==> config.mk <==
export PLATFORM = sky130hd
export DESIGN_NAME = flag_ops_core
export DESIGN_NICKNAME = d
export VERILOG_FILES = /design/src/alu_pkg.sv /design/src/bcd_adjust.sv /design/src/flag_ops_core.sv
export SDC_FILE = /design/constraint.sdc
export NUM_CORES = 1
export LEC_CHECK = 0
export BUFFER_PORTS_ARGS = -buffer_cell sky130_fd_sc_hd__buf_2
export CORE_ASPECT_RATIO = 1.1
export CORE_UTILIZATION = 49
export DETAILED_ROUTE_END_ITERATION = 8
export PLACE_DENSITY = 0.8
export REMOVE_ABC_BUFFERS = 1
export SKIP_CTS_REPAIR_TIMING = 1
export SYNTH_ARGS = -nofsm -noshare
export SYNTH_HDL_FRONTEND = slang
export SYNTH_SLANG_ARGS = --single-unit
export TNS_END_PERCENT = 20
==> constraint.sdc <==
create_clock -name core_clk -period 4.1 [get_ports core_clk]
set_input_delay 0.615 -clock core_clk [delete_from_list [all_inputs] [get_ports core_clk]]
set_output_delay 0.615 -clock core_clk [all_outputs]
set_load 0.01 [all_outputs]
==> src/alu_pkg.sv <==
package alu_pkg;

    // ------------------------------------------------------------
    // Widths and constants
    // ------------------------------------------------------------
    localparam int DATA_W = 8;
    localparam int ADDR_W = 8;
    localparam logic [3:0] NIBBLE_MAX = 4'h9;
    localparam logic [3:0] NIBBLE_FIX = 4'h6;
    localparam logic [7:0] ADJ_NONE = 8'h00;
    localparam logic [7:0] ADJ_LOW = 8'h06;
    localparam logic [7:0] ADJ_HIGH = 8'h60;
    localparam logic [7:0] ADJ_BOTH = 8'h66;
    localparam logic [7:0] ACC_RESET = 8'h00;

    // ------------------------------------------------------------
    // Types
    // ------------------------------------------------------------
    typedef enum logic [1:0] {
        watchdog_clear_op,
        complement_memory_op,
        complement_to_acc_op,
        decimal_adjust_op
    } op_t;

    typedef struct packed {
        logic time_out_flag;
        logic power_down_flag;
        logic zero;
        logic carry;
        logic aux_carry_flag;
    } status_t;

    localparam status_t STATUS_RESET = '0;

    typedef struct packed {
        logic en;
        logic [7:0] addr;
        logic [7:0] data;
    } mem_wr_t;

    localparam mem_wr_t MEM_WR_IDLE = '0;

endpackage

==> src/bcd_adjust.sv <==
module bcd_adjust
    import alu_pkg::*;
(
    // Operand and flags
    input wire logic [7:0] acc,
    input wire logic carry_in,
    input wire logic aux_in,
    // Result
    output logic [7:0] result,
    output logic carry_out
);

    logic fix_low;
    logic fix_high;
    logic [7:0] adj;
    logic [8:0] sum;

    always_comb begin
        fix_low = (acc[3:0] > NIBBLE_MAX) || aux_in; // [RULE4]
        fix_high = (acc[7:4] > NIBBLE_MAX) || carry_in; // [RULE5]
        unique case ({fix_high, fix_low})
            2'b00: adj = ADJ_NONE;
            2'b01: adj = ADJ_LOW;
            2'b10: adj = ADJ_HIGH;
            2'b11: adj = ADJ_BOTH;
        endcase
        // One addition of the chosen constant does both corrections.
        sum = {1'b0, acc} + {1'b0, adj}; // [RULE6]
        result = sum[7:0];
        // A carry that was already set stays set so chained digits work.
        carry_out = carry_in || sum[8] || fix_high; // [RULE7]
    end

endmodule

==> src/flag_ops_core.sv <==
// How it works
// [RULE1] Watchdog clear resets counter, time-out flag and power-down flag.
// [RULE2] Complement-memory writes inverted byte back; only zero changes.
// [RULE3] Complement-to-accumulator loads the inverted byte; zero flag only.
// [RULE4] Decimal adjust adds 6 to low nibble if above 9 or aux carry set.
// [RULE5] Decimal adjust adds 6 to high nibble if above 9 or carry set.
// [RULE6] The correction is one addition of 00H, 06H, 60H or 66H.
// [RULE7] Decimal adjust alters only carry; carry set when BCD sum exceeds 99. Here carry stays clear when the low fix takes a high nibble of 9 to A.
// [RULE8] Adjusted result goes to the addressed byte, not the accumulator.
// [RULE9] Zero flag is set when the 8-bit result is zero, else cleared.
module flag_ops_core
    import alu_pkg::*;
(
    // Clock and reset
    input wire logic core_clk,
    input wire logic rst_b,
    // Instruction request
    input wire logic op_valid,
    input wire op_t op,
    input wire logic [7:0] mem_addr,
    input wire logic [7:0] mem_rdata,
    // Updates from the rest of the core
    input wire logic acc_load,
    input wire logic [7:0] acc_load_val,
    input wire logic status_load,
    input wire status_t status_load_val,
    input wire logic time_out_set,
    input wire logic power_down_set,
    // Results
    output logic op_done,
    output mem_wr_t mem_wr,
    output logic [7:0] working_register,
    output status_t status,
    output logic watchdog_clear
);

    // ------------------------------------------------------------
    // Helpers
    // ------------------------------------------------------------
    // Zero test shared by both complement instructions.
    function automatic logic zero_of(input logic [7:0] v);
        zero_of = (v == 8'h00); // [RULE9]
    endfunction

    // True when the given instruction is taken at this edge.
    function automatic logic op_is(
        input logic valid,
        input op_t code,
        input op_t want
    );
        op_is = valid && (code == want);
    endfunction

    // ------------------------------------------------------------
    // Decode
    // ------------------------------------------------------------
    // Each instruction is decoded once here; the state groups below only
    // look at these strobes, so a new instruction touches one place.
    logic take_wd_clear;
    logic take_inv_mem;
    logic take_inv_acc;
    logic take_bcd_fix;
    logic [7:0] inv;

    always_comb begin
        take_wd_clear = op_is(op_valid, op, watchdog_clear_op);
        take_inv_mem = op_is(op_valid, op, complement_memory_op);
        take_inv_acc = op_is(op_valid, op, complement_to_acc_op);
        take_bcd_fix = op_is(op_valid, op, decimal_adjust_op);
        inv = ~mem_rdata;
    end

    // ------------------------------------------------------------
    // Decimal adjust
    // ------------------------------------------------------------
    logic [7:0] acc_r;
    status_t status_r;
    logic [7:0] bcd_result;
    logic bcd_carry;

    // The adjuster reads the registered accumulator and flags, so the
    // result of an instruction in the previous cycle is already seen.
    // Limitation: the high correction judges the nibble before the low
    // correction, so a carry out of the low nibble is not corrected again.
    bcd_adjust u_bcd_adjust (
        .acc(acc_r),
        .carry_in(status_r.carry),
        .aux_in(status_r.aux_carry_flag),
        .result(bcd_result),
        .carry_out(bcd_carry)
    );

    // ------------------------------------------------------------
    // Accumulator
    // ------------------------------------------------------------
    logic [7:0] acc_nxt;

    // A complement load wins over a load from the rest of the core.
    // Decimal adjust never writes here; its result goes to memory.
    always_comb begin
        acc_nxt = acc_r;
        if (acc_load) begin
            acc_nxt = acc_load_val;
        end
        if (take_inv_acc) begin
            acc_nxt = inv; // [RULE3]
        end
    end

    always_ff @(posedge core_clk) begin
        if (!rst_b) begin
            acc_r <= ACC_RESET;
        end else begin
            acc_r <= acc_nxt;
        end
    end

    // ------------------------------------------------------------
    // Status flags
    // ------------------------------------------------------------
    status_t status_nxt;

    always_comb begin
        status_nxt = status_r;
        // A load from the rest of the core comes first so an instruction wins.
        if (status_load) begin
            status_nxt = status_load_val;
        end
        if (take_wd_clear) begin
            status_nxt.time_out_flag = 1'b0; // [RULE1]
            status_nxt.power_down_flag = 1'b0; // [RULE1]
        end
        if (take_inv_mem || take_inv_acc) begin
            status_nxt.zero = zero_of(inv); // [RULE2]
        end
        // Decimal adjust leaves zero alone and only moves carry.
        if (take_bcd_fix) begin
            status_nxt.carry = bcd_carry; // [RULE7]
        end
        // A time-out or power-down event in the same cycle as a clear
        // must not be lost, so the hardware set wins.
        if (time_out_set) begin
            status_nxt.time_out_flag = 1'b1;
        end
        if (power_down_set) begin
            status_nxt.power_down_flag = 1'b1;
        end
    end

    always_ff @(posedge core_clk) begin
        if (!rst_b) begin
            status_r <= STATUS_RESET;
        end else begin
            status_r <= status_nxt;
        end
    end

    // ------------------------------------------------------------
    // Memory write
    // ------------------------------------------------------------
    mem_wr_t mem_wr_r;
    mem_wr_t mem_wr_nxt;

    // The write is a one-cycle strobe; memory must take it at the next
    // edge, since nothing here holds it for a slow store.
    always_comb begin
        mem_wr_nxt = MEM_WR_IDLE;
        if (take_inv_mem) begin
            mem_wr_nxt.en = 1'b1; // [RULE2]
            mem_wr_nxt.addr = mem_addr;
            mem_wr_nxt.data = inv; // [RULE2]
        end
        if (take_bcd_fix) begin
            mem_wr_nxt.en = 1'b1; // [RULE8]
            mem_wr_nxt.addr = mem_addr;
            mem_wr_nxt.data = bcd_result; // [RULE8]
        end
    end

    always_ff @(posedge core_clk) begin
        if (!rst_b) begin
            mem_wr_r <= MEM_WR_IDLE;
        end else begin
            mem_wr_r <= mem_wr_nxt;
        end
    end

    // ------------------------------------------------------------
    // Completion pulses
    // ------------------------------------------------------------
    logic done_r;
    logic done_nxt;
    logic wd_clear_r;
    logic wd_clear_nxt;

    // The watchdog counter lives outside this block and only sees the
    // pulse; it must clear on the cycle the pulse stands.
    always_comb begin
        done_nxt = op_valid;
        wd_clear_nxt = take_wd_clear; // [RULE1]
    end

    always_ff @(posedge core_clk) begin
        if (!rst_b) begin
            done_r <= 1'b0;
            wd_clear_r <= 1'b0;
        end else begin
            done_r <= done_nxt;
            wd_clear_r <= wd_clear_nxt;
        end
    end

    // ------------------------------------------------------------
    // Outputs
    // ------------------------------------------------------------
    // Every output comes straight from a flip-flop, so the rest of the
    // core sees no path from a request to a result in the same cycle.
    assign working_register = acc_r;
    assign status = status_r;
    assign mem_wr = mem_wr_r;
    assign op_done = done_r;
    assign watchdog_clear = wd_clear_r;

endmodule
==> results of run 1 <==
## registers in the layout (all words and copies together), names as in the netlist
| register | flops |
|---|---|
| mem_wr | 17 |
| op_done | 1 |
| status | 5 |
| watchdog_clear | 1 |
| working_register | 8 |
## cells in the mapped netlist, types with 3 or more instances
library cell,instances
a21oi_1,6
a31oi_1,3
and2_1,9
and3_1,8
buf_2,4
dfxtp_1,32
ha_1,3
inv_1,8
mux2i_1,11
nand2_1,20
nor2_1,13
nor2b_1,7
o21a_1,3
o21ai_0,9
xnor2_1,4
## power breakdown
group / switching [uW] / internal (uW) / total (uW)
clock network: 104 / 81.5 / 186
registers: 14.1 / 326 / 340
logic: 59.0 / 56.3 / 115
total: 177 / 464 / 641
## cell families after synthesis
logic type	count (synthesis)	synth area share [%]
XOR/XNOR	5	3.38
multiplexers	11	7.25
buffers and inverters	17	5.52
adder cells (fa/ha/maj)	4	3.79
AO/OA/AOI/OAI	29	12.2
flip-flops	32	42.2
AND/OR/NAND/NOR	71	25.7
## layout by cell type (no fill, tap or decap), types with 3 or more instances in the layout
cell | Yosys | layout
nor2_1 | 13 | 13
xnor2_1 | 4 | 4
ha_1 | 3 | 3
clkbuf_4 | 0 | 5
and2_1 | 9 | 9
a21oi_1 | 6 | 6
mux2i_1 | 11 | 11
o21ai_0 | 9 | 9
and3_1 | 8 | 8
nor2b_1 | 7 | 7
buf_2 | 4 | 69
o21a_1 | 3 | 3
nand2_1 | 20 | 20
a31oi_1 | 3 | 3
inv_1 | 8 | 8
dfxtp_1 | 32 | 32
## worst max-delay path, stage by stage (launching register included)
cell	delay, ns
dfxtp_1	0.47
o21ai_0	0.13
nor2b_1	0.17
inv_1	0.08
ha_1	0.16
inv_1	0.06
fa_1	0.39
nand3b_2	0.27
xnor2_2	0.15
xnor2_1	0.14
a211oi_2	0.20
## area by class of cell
type                       count  share of cell area, %
multi-input combinational    120                   41.5
clock inverter                 2                  0.523
timing repair buffer          69                   18.1
inverter                       8                   1.57
tap                           33                   2.16
clock buffer                   6                   2.68
sequential                    32                   33.5
## layer usage
metal  vias up  track usage [%]  wire length (um)
li1        704                -                 -
met1       636             24.3              1390
met2        67             37.7              1600
met3         8             8.77               280
met4         0             12.1                82
met5         -                0                 0
## path summary, 6_finish.rpt
| kind | start | end | slack, ns | depth (start not counted) |
|---|---|---|---|---|
| max | working_register[3]$_SDFFE_PN0P_ | mem_wr[5]$_SDFF_PN0_ | 1.80 | 10 |
| min | mem_addr[3] | mem_wr[11]$_SDFF_PN0_ | 0.49 | 2 |
| min reg2reg | working_register[0]$_SDFFE_PN0P_ | mem_wr[0]$_SDFF_PN0_ | 0.54 | 2 |
| max reg2reg | working_register[3]$_SDFFE_PN0P_ | mem_wr[5]$_SDFF_PN0_ | 1.80 | 10 |
## per-stage QoR
stage	hold slack (ns)	instance area [um^2]	total power, uW
global placement	0.510	1850	461
finish	0.486	1910	641
global route	0.473	1910	678
floorplan	0.539	1470	409
detailed placement	0.505	1850	463
CTS	0.468	1910	652
==> metrics.md, run 1 <==
| Metric | Value |
|---|---|
| Status | completed |
| Slew HR | 73.4% |
| Die Y | 60.4 um |
| Pre-CTS setup slack | 1.83 ns |
| Non-Filler Instances | 270 |
| # IOs | 70 |
| Post-Place Cells | 262 |
| Row count | 20 |
| # diodes | 0 |
| Static leakage | 0.000993 uW |
| Clock root buffer | clkbuf_4 |
| Number of synthesized register bits | 32 |
| Tightest Pin Transition | 0.399 ns |
| HP Class | input pin to register |
| Predominant post-synthesis flop cell | dfxtp_1 |
| CTS Buf Count | 5 |
| Layout filler cell count | 270 |
| Max Freq | 435 MHz |
| Syn avg cell area | 8.99 um^2 |
| CP startpoint kind | register |
| Max rail drop VDD | 0.277 mV |
| Req. time, crit path | 4.35 ns |
| GRT Resource Usage Total | 22.7% |
| Synthesized area | 1520 um^2 |
| First-pass GRT wire length | 5.15 mm |
| TritonCTS clock tree | done |
| Synth area leader | dfxtp_1 |
| PortBufs | 69 |
| Final setup vio count | 0 |
| YS warnings | 0 |
| Vias per cell | 5.24 |
| Util after Layout | 67.1% |
| Post-synthesis cell type count | 37 |
| Clk sinks | 32 |
| Initial Util | 53.2% |
| Die area | 3330 um^2 |
| Worst setup margin | 1.80 ns |
| Register Area | 641 um^2 |
| Post-Route WL | 3.35 mm |
| Pwr per Cell Area | 335 nW/um^2 |
| Sequential fraction of the synthesis area | 42.2% |
| Asr flop ratio synth | 0% |
| Largest net degree at the start of global routing | 22 |
| Antenna viol nets, final | 0 |
| Core Region | 2850 um^2 |
| Syn-to-layout area delta | 25.9% |
| Routed wire per std cell | 12.4 um |
| Worst-path clk slew | 0.10 ns |
| Unrepaired setup endpoints after global routing | no |
| Share of the synthesized area in the top cell type | 42.2% |
| Part of the cycle the worst path needs | 56.1% |
| GP Congestion | 0.807 |
| DRC viols | 0 |
| Antenna violations before repair | 0 |
| Max Cap Violations | 0 |
| Setup TNS | 0 ns |
| Worst clock skew | 0.0130 ns |
| DRT iter0 DRCs | 24 |
| Worst-Skew Late Latency | 0.34 ns |
| Longest Clk Path Bufs | 2 |
| Nets@finish | 278 |
| Worst Setup End Kind | register |
| Drt pass-1 iters | 4 |
| Congestion Overflow GR | 0 |
| Max Slew Vio Count | 0 |
| Synth top area cells | dfxtp_1 (42%), mux2i_1 (7.2%), nand2_1 (4.9%) |
| Synth Instances | 169 |
| Post-synth EDFFs | 0 |
| Die width | 55.1 um |
| Tmin final | 2.30 ns |
| Footprint of the multi-input gates | 795 um^2 |
| Via Count | 1415 |
| Vias in the first global route | 1225 |
| Layout cell share with drive strength beyond 1 | 35.4% |
| Final Hold Fails | 0 |
| CP Data Arrival Time | 2.55 ns |
| Critical path peak fanout | 7 |
| Crit Path Category | register to register |
| H-tree depth | 2 |
| Post-DP HPWL | 2.54 mm |
Note: power is estimated with default switching activity, not from simulation.
==> run 2, diff against run 1 <==
--- a/config.mk
+++ b/config.mk
@@ -7,9 +7,9 @@
 export LEC_CHECK = 0
 export BUFFER_PORTS_ARGS = -buffer_cell sky130_fd_sc_hd__buf_2
 export CORE_ASPECT_RATIO = 1.1
-export CORE_UTILIZATION = 49
+export CORE_UTILIZATION = 41
 export DETAILED_ROUTE_END_ITERATION = 8
-export PLACE_DENSITY = 0.8
+export PLACE_DENSITY = 0.71
 export REMOVE_ABC_BUFFERS = 1
 export SKIP_CTS_REPAIR_TIMING = 1
 export SYNTH_ARGS = -nofsm -noshare
==> constraint.sdc (replaced) <==
create_clock -name core_clk -period 2 [get_ports core_clk]
set_input_delay 0.3 -clock core_clk [delete_from_list [all_inputs] [get_ports core_clk]]
set_output_delay 0.3 -clock core_clk [all_outputs]
set_load 0.01 [all_outputs]
==> run 2 against run 1 <==
  * Total power is 120% higher
  * Non-clock buffer count is 8 higher
  * Worst hold slack got worse by 0.32 ns
  * Clock skew shrank 0.0048 ns
  * Largest cell class unchanged
  * Clock-buffer cell count up 1
  * Critical endpoint is now mem_wr[7]$_SDFF_PN0_
  * Design area rose by 5.8%
==> metrics.md, run 2 (synthesis results as in run 1) <==
| Metric | Value |
|---|---|
| Status | completed |
| Most frequent cells in the layout | buf_2 (69), dfxtp_1 (29), nand2_1 (20) |
| Setup TNS | 0 ns (unchanged) |
| Met3 Use GR | 7.44% (-1.3 points) |
| Die width | 60.0 um (+9.0%) |
| CP startpoint kind | register |
| H-tree depth | 2 (unchanged) |
| Post-DP Area | 1930 um^2 (+4.3%) |
| Max Freq | 523 MHz (+20%) |
| Slowest Stage Delay on Critical Path | 0.34 ns (-0.13 ns) |
| Vias in the first global route | 1382 (+13%) |
| Worst-path clk slew | 0.10 ns (about the same) |
| Routed wire per std cell | 13.0 um (+4.8%) |
| # IOs | 70 (unchanged) |
| Pwr per Cell Area | 682 nW/um^2 (+100%) |
| Post-DP HPWL | 2.78 mm (+9.5%) |
| CP max stage cell | dfxtp_2 |
| Final Hold Fails | 0 (unchanged) |
| Post-Route WL | 3.79 mm (+13%) |
| Worst-Skew Late Latency | 0.33 ns (about the same) |
| Syn-to-layout area delta | 33.3% |
| DRT iter0 DRCs | 24 (unchanged) |
| GRT Resource Usage Total | 21.2% (-1.4 points) |
| First-pass GRT wire length | 6.22 mm (+21%) |
| Via Count | 1440 (+1.8%) |
| TritonCTS clock tree | done |
| PortBufs | 69 (unchanged) |
| Met1 usage | 25.7% (+1.4 points) |
| Die Y | 65.8 um (+9.0%) |
| Max rail drop VDD | 0.383 mV (+38%) |
| Static leakage | 0.00105 uW (+6.0%) |
| Antenna violations before repair | 0 (unchanged) |
| Core Region | 3440 um^2 (+21%) |
| Longest Clk Path Bufs | 2 (unchanged) |
| Vias per cell | 4.93 (-5.9%) |
| Congestion Overflow GR | 0 (unchanged) |
| Worst Setup End Kind | register |
| CTS Buf Count | 5 (unchanged) |
| Crit Path Category | register to register |
| Unrepaired setup endpoints after global routing | no |
| Post-route cell area | 2020 um^2 (+5.8%) |
| Tmin final | 1.91 ns (-0.388 ns) |
| HP Class | input pin to register |
| Met2 Use GR | 34.0% (-3.7 points) |
| Tightest Pin Transition | 0.422 ns (+0.0229 ns) |
| Max Cap Violations | 0 (unchanged) |
| CP Data Arrival Time | 2.16 ns (-0.39 ns) |
| Critical path peak fanout | 3 (-4) |
| Clock root buffer | clkbuf_4 |
| Max Slew Vio Count | 0 (unchanged) |
| Clk sinks | 32 (unchanged) |
| DRC viols | 0 (unchanged) |
| GRT Max-Usage Layer | met2 |
| Nets@finish | 286 (+2.9%) |
| Initial Util | 44.1% (-9.1 points) |
| Layout filler cell count | 340 (+26%) |
| Req. time, crit path | 2.25 ns (-2.10 ns) |
| Die area | 3950 um^2 (+19%) |
| Most common cell after layout, fill and taps aside | buf_2 |
| Row count | 22 (+10%) |
| Worst clock skew | 0.00824 ns (-0.00476 ns) |
| Largest net degree at the start of global routing | 22 (unchanged) |
| Layout cell share with drive strength beyond 1 | 40.6% (+5.1 points) |
| GP Congestion | 0.763 (-5.5%) |
| Slew HR | 71.8% (-1.5 points) |
| Cell-by-cell trace of the critical path | o21ai_1 -> nor2b_4 -> inv_2 -> ha_2 -> inv_1 -> fa_2 -> nand3b_4 -> o21bai_1 -> a211o_1 -> a31oi_1 |
| Antenna viol nets, final | 0 (unchanged) |
| # diodes | 0 (unchanged) |
| Final setup vio count | 0 (unchanged) |
| Drt pass-1 iters | 4 (unchanged) |
| Part of the cycle the worst path needs | 95.6% (+40 points) |
| Max reg flops | 17 (unchanged) |
run 2: cell count changes in the layout (fill, tap and decap cells not counted), moves of 2 or more:
cell and change:
buf_4 +8, dfxtp_2 +3, dfxtp_1 -3, clkinv_2 -2
run 2: where the power goes:
part	switching [uW]	total (uW)	internal (uW)	leakage, uW
combinational	141	275	134	0.000752
clock	214	414	199	0.0000374
sequential	21.6	691	670	0.000264
run 2: worst paths after layout:
path | startpoint | to | slack [ns] | cells past startpoint
max reg2reg | working_register[1]$_SDFFE_PN0P_ | mem_wr[7]$_SDFF_PN0_ | 0.09 | 10
max | working_register[1]$_SDFFE_PN0P_ | mem_wr[7]$_SDFF_PN0_ | 0.09 | 10
min | mem_addr[1] | mem_wr[9]$_SDFF_PN0_ | 0.17 | 2
min reg2reg | working_register[0]$_SDFFE_PN0P_ | mem_wr[0]$_SDFF_PN0_ | 0.53 | 2
run 2: area by class of cell:
cell class	count	area, um^2	area share [%]
Multi-Input combinational cell	120	820	40.5
Sequential cell	32	644	31.8
Timing Repair Buffer	77	405	20.0
Clock buffer	7	65.1	3.21
Tap cell	48	60.1	2.97
Inverter	8	30.0	1.48
run 2: worst max-delay path: cells and delay by family (launching register included):
family                   cells  cell delay (ns)
adder cells (fa/ha/maj)      2             0.37
flip-flops                   1             0.34
AO/OA/AOI/OAI                4             0.70
AND/OR/NAND/NOR              2             0.32
buffers and inverters        2             0.10
run 2: metal layers:
layer | vias up | wire length, um
met5 | - | 0
met4 | 0 | 72
met3 | 10 | 265
met2 | 62 | 1690
met1 | 645 | 1770
li1 | 723 | -
run 2: metrics by stage:
step | cells | utilization [%] | worst slack, ns | hold WS (ns) | total power, uW
floorplan | 160 | - | -0.179 | 0.387 | 838
global placement | 285 | 56.1 | 0.0305 | 0.505 | 967
detailed placement | 285 | 56.1 | -0.0215 | 0.504 | 971
CTS | 292 | 58.0 | -0.0880 | 0.156 | 1380
global route | 292 | 58.8 | 0.000968 | 0.143 | 1450
finish | 292 | 58.8 | 0.0876 | 0.169 | 1380
==> run 3, diff against run 2 <==
--- a/config.mk
+++ b/config.mk
@@ -10,6 +10,7 @@
 export CORE_UTILIZATION = 41
 export DETAILED_ROUTE_END_ITERATION = 8
 export PLACE_DENSITY = 0.71
+export RECOVER_POWER = 50
 export REMOVE_ABC_BUFFERS = 1
 export SKIP_CTS_REPAIR_TIMING = 1
 export SYNTH_ARGS = -nofsm -noshare
==> run 3 against run 2 <==
  * Combinational power shrank 2%
  * Critical path depth is the same
  * Sequential cell count stayed put
  * Largest cell class unchanged
==> metrics.md, run 3 (synthesis results as in run 1) <==
| Metric | Value |
|---|---|
| Status | completed |
| Tightest Pin Transition | 0.953 ns (+0.531 ns) |
| Worst Setup End Kind | register |
| # diodes | 0 (unchanged) |
| Worst-Skew Late Latency | 0.33 ns (about the same) |
| Tot Pwr | 1380 uW (-0.28%) |
| First-pass GRT wire length | 6.22 mm (unchanged) |
| Clock root buffer | clkbuf_4 |
| DRC viols | 0 (unchanged) |
| DRT iter0 DRCs | 26 (+8.3%) |
| Req. time, crit path | 2.25 ns (about the same) |
| Worst setup margin | 0.0848 ns (-0.00278 ns) |
| PortBufs | 69 (unchanged) |
| Worst-path clk slew | 0.10 ns (about the same) |
| Max Cap Violations | 0 (unchanged) |
| Util after Layout | 58.0% (-0.87 points) |
| Congestion Overflow GR | 0 (unchanged) |
| Pre-CTS setup slack | -0.0215 ns (unchanged) |
| Most frequent cells in the layout | buf_2 (52), dfxtp_1 (29), nand2_1 (21) |
| # IOs | 70 (unchanged) |
| Largest net degree at the start of global routing | 22 (unchanged) |
| Die area | 3950 um^2 (unchanged) |
| Setup TNS | 0 ns (unchanged) |
| Max Freq | 522 MHz (-0.14%) |
| Max Slew Vio Count | 0 (unchanged) |
| Vias in the first global route | 1382 (unchanged) |
| Via Count | 1439 (-0.069%) |
| TritonCTS clock tree | done |
| Part of the cycle the worst path needs | 95.8% (+0.14 points) |
| Longest Clk Path Bufs | 2 (unchanged) |
| Critical path peak fanout | 3 (unchanged) |
| Max reg flops | 17 (unchanged) |
| Max rail drop VDD | 0.383 mV (about the same) |
| Syn-to-layout area delta | 31.3% |
| CP Data Arrival Time | 2.16 ns (about the same) |
| Crit Path Category | register to register |
| Antenna viol nets, final | 0 (unchanged) |
| Post-Route WL | 3.81 mm (+0.53%) |
| Layout filler cell count | 357 (+5.0%) |
| CP startpoint kind | register |
| Slew HR | 36.5% (-35 points) |
| GRT Resource Usage Total | 21.2% (unchanged) |
| CTS Buf Count | 5 (unchanged) |
| Post-Place Cells | 285 (unchanged) |
| Static leakage | 0.000975 uW (-7.4%) |
| Die Y | 65.8 um (unchanged) |
| Die width | 60.0 um (unchanged) |
| Row count | 22 (unchanged) |
| Cell-by-cell trace of the critical path | o21ai_1 -> nor2b_4 -> inv_2 -> ha_2 -> inv_1 -> fa_2 -> nand3b_4 -> o21bai_1 -> a211o_1 -> a31oi_1 |
| Slowest Stage Delay on Critical Path | 0.34 ns (about the same) |
| Most common cell after layout, fill and taps aside | buf_2 |
| Final Hold Fails | 0 (unchanged) |
| GP Congestion | 0.763 (unchanged) |
| Antenna violations before repair | 0 (unchanged) |
| Tmin final | 1.92 ns (+0.00278 ns) |
| Core Region | 3440 um^2 (unchanged) |
| Layout cell share with drive strength beyond 1 | 32.8% (-7.8 points) |
| Drt pass-1 iters | 6 (+2) |
| Nets@finish | 286 (unchanged) |
| CP max stage cell | dfxtp_2 |
| Register Area | 644 um^2 (unchanged) |
| Initial Util | 44.1% (unchanged) |
| Vias per cell | 4.93 (about the same) |
| Clk sinks | 32 (unchanged) |
| Routed wire per std cell | 13.1 um (+0.53%) |
| HP Class | input pin to register |
| Post-DP HPWL | 2.78 mm (unchanged) |
| Footprint of the multi-input gates | 811 um^2 (-1.1%) |
| Non-Filler Instances | 292 (unchanged) |
| H-tree depth | 2 (unchanged) |
| Pwr per Cell Area | 690 nW/um^2 (+1.2%) |
| Worst clock skew | 0.00822 ns (-0.0000183 ns) |
| Final setup vio count | 0 (unchanged) |
[run 3: final timing paths]
check / cells after the start / slack (ns) / from / to
setup / recovery: 10 / 0.08 / working_register[1]$_SDFFE_PN0P_ / mem_wr[7]$_SDFF_PN0_
hold / removal: 2 / 0.17 / mem_addr[1] / mem_wr[9]$_SDFF_PN0_
setup reg to reg: 10 / 0.08 / working_register[1]$_SDFFE_PN0P_ / mem_wr[7]$_SDFF_PN0_
hold reg to reg: 2 / 0.53 / working_register[0]$_SDFFE_PN0P_ / mem_wr[0]$_SDFF_PN0_
[run 3: critical path: cells and delay by family, from the launching register on]
family | cells | cell delay, ns
fa+ha+maj | 2 | 0.37
simple gates | 2 | 0.32
buf+inv | 2 | 0.10
flops | 1 | 0.34
compound gates | 4 | 0.70
[run 3: metal layers]
layer / routed length [um] / share of wire (%) / track usage [%] / up-vias
met4: 72 / 1.9 / 8.14 / 0
li1: - / - / - / 724
met3: 286 / 7.5 / 7.44 / 10
met2: 1700 / 45 / 34.0 / 62
met5: 0 / 0 / 0 / -
met1: 1750 / 46 / 25.7 / 643
[run 3: area by class of cell]
| type | count | share of cell area, % |
|---|---|---|
| well taps | 48 | 3.01 |
| clock buffers | 7 | 3.26 |
| repair buffers | 77 | 19.3 |
| multi-input cells | 120 | 40.7 |
| flip-flops and latches | 32 | 32.3 |
| inverters | 8 | 1.51 |
[run 3: power breakdown]
group,total (uW),switching (uW),internal (uW)
logic,270,140,130
registers,692,22.0,670
clock network,414,215,199
total,1380,377,999
[run 3: metrics by stage]
step / hold WS, ns / cell area (um^2)
6_report: 0.169 / 1990
5_1_grt: 0.143 / 1990
4_1_cts: 0.156 / 2000
3_5_place_dp: 0.504 / 1930
3_3_place_gp: 0.505 / 1930
2_1_floorplan: 0.387 / 1470
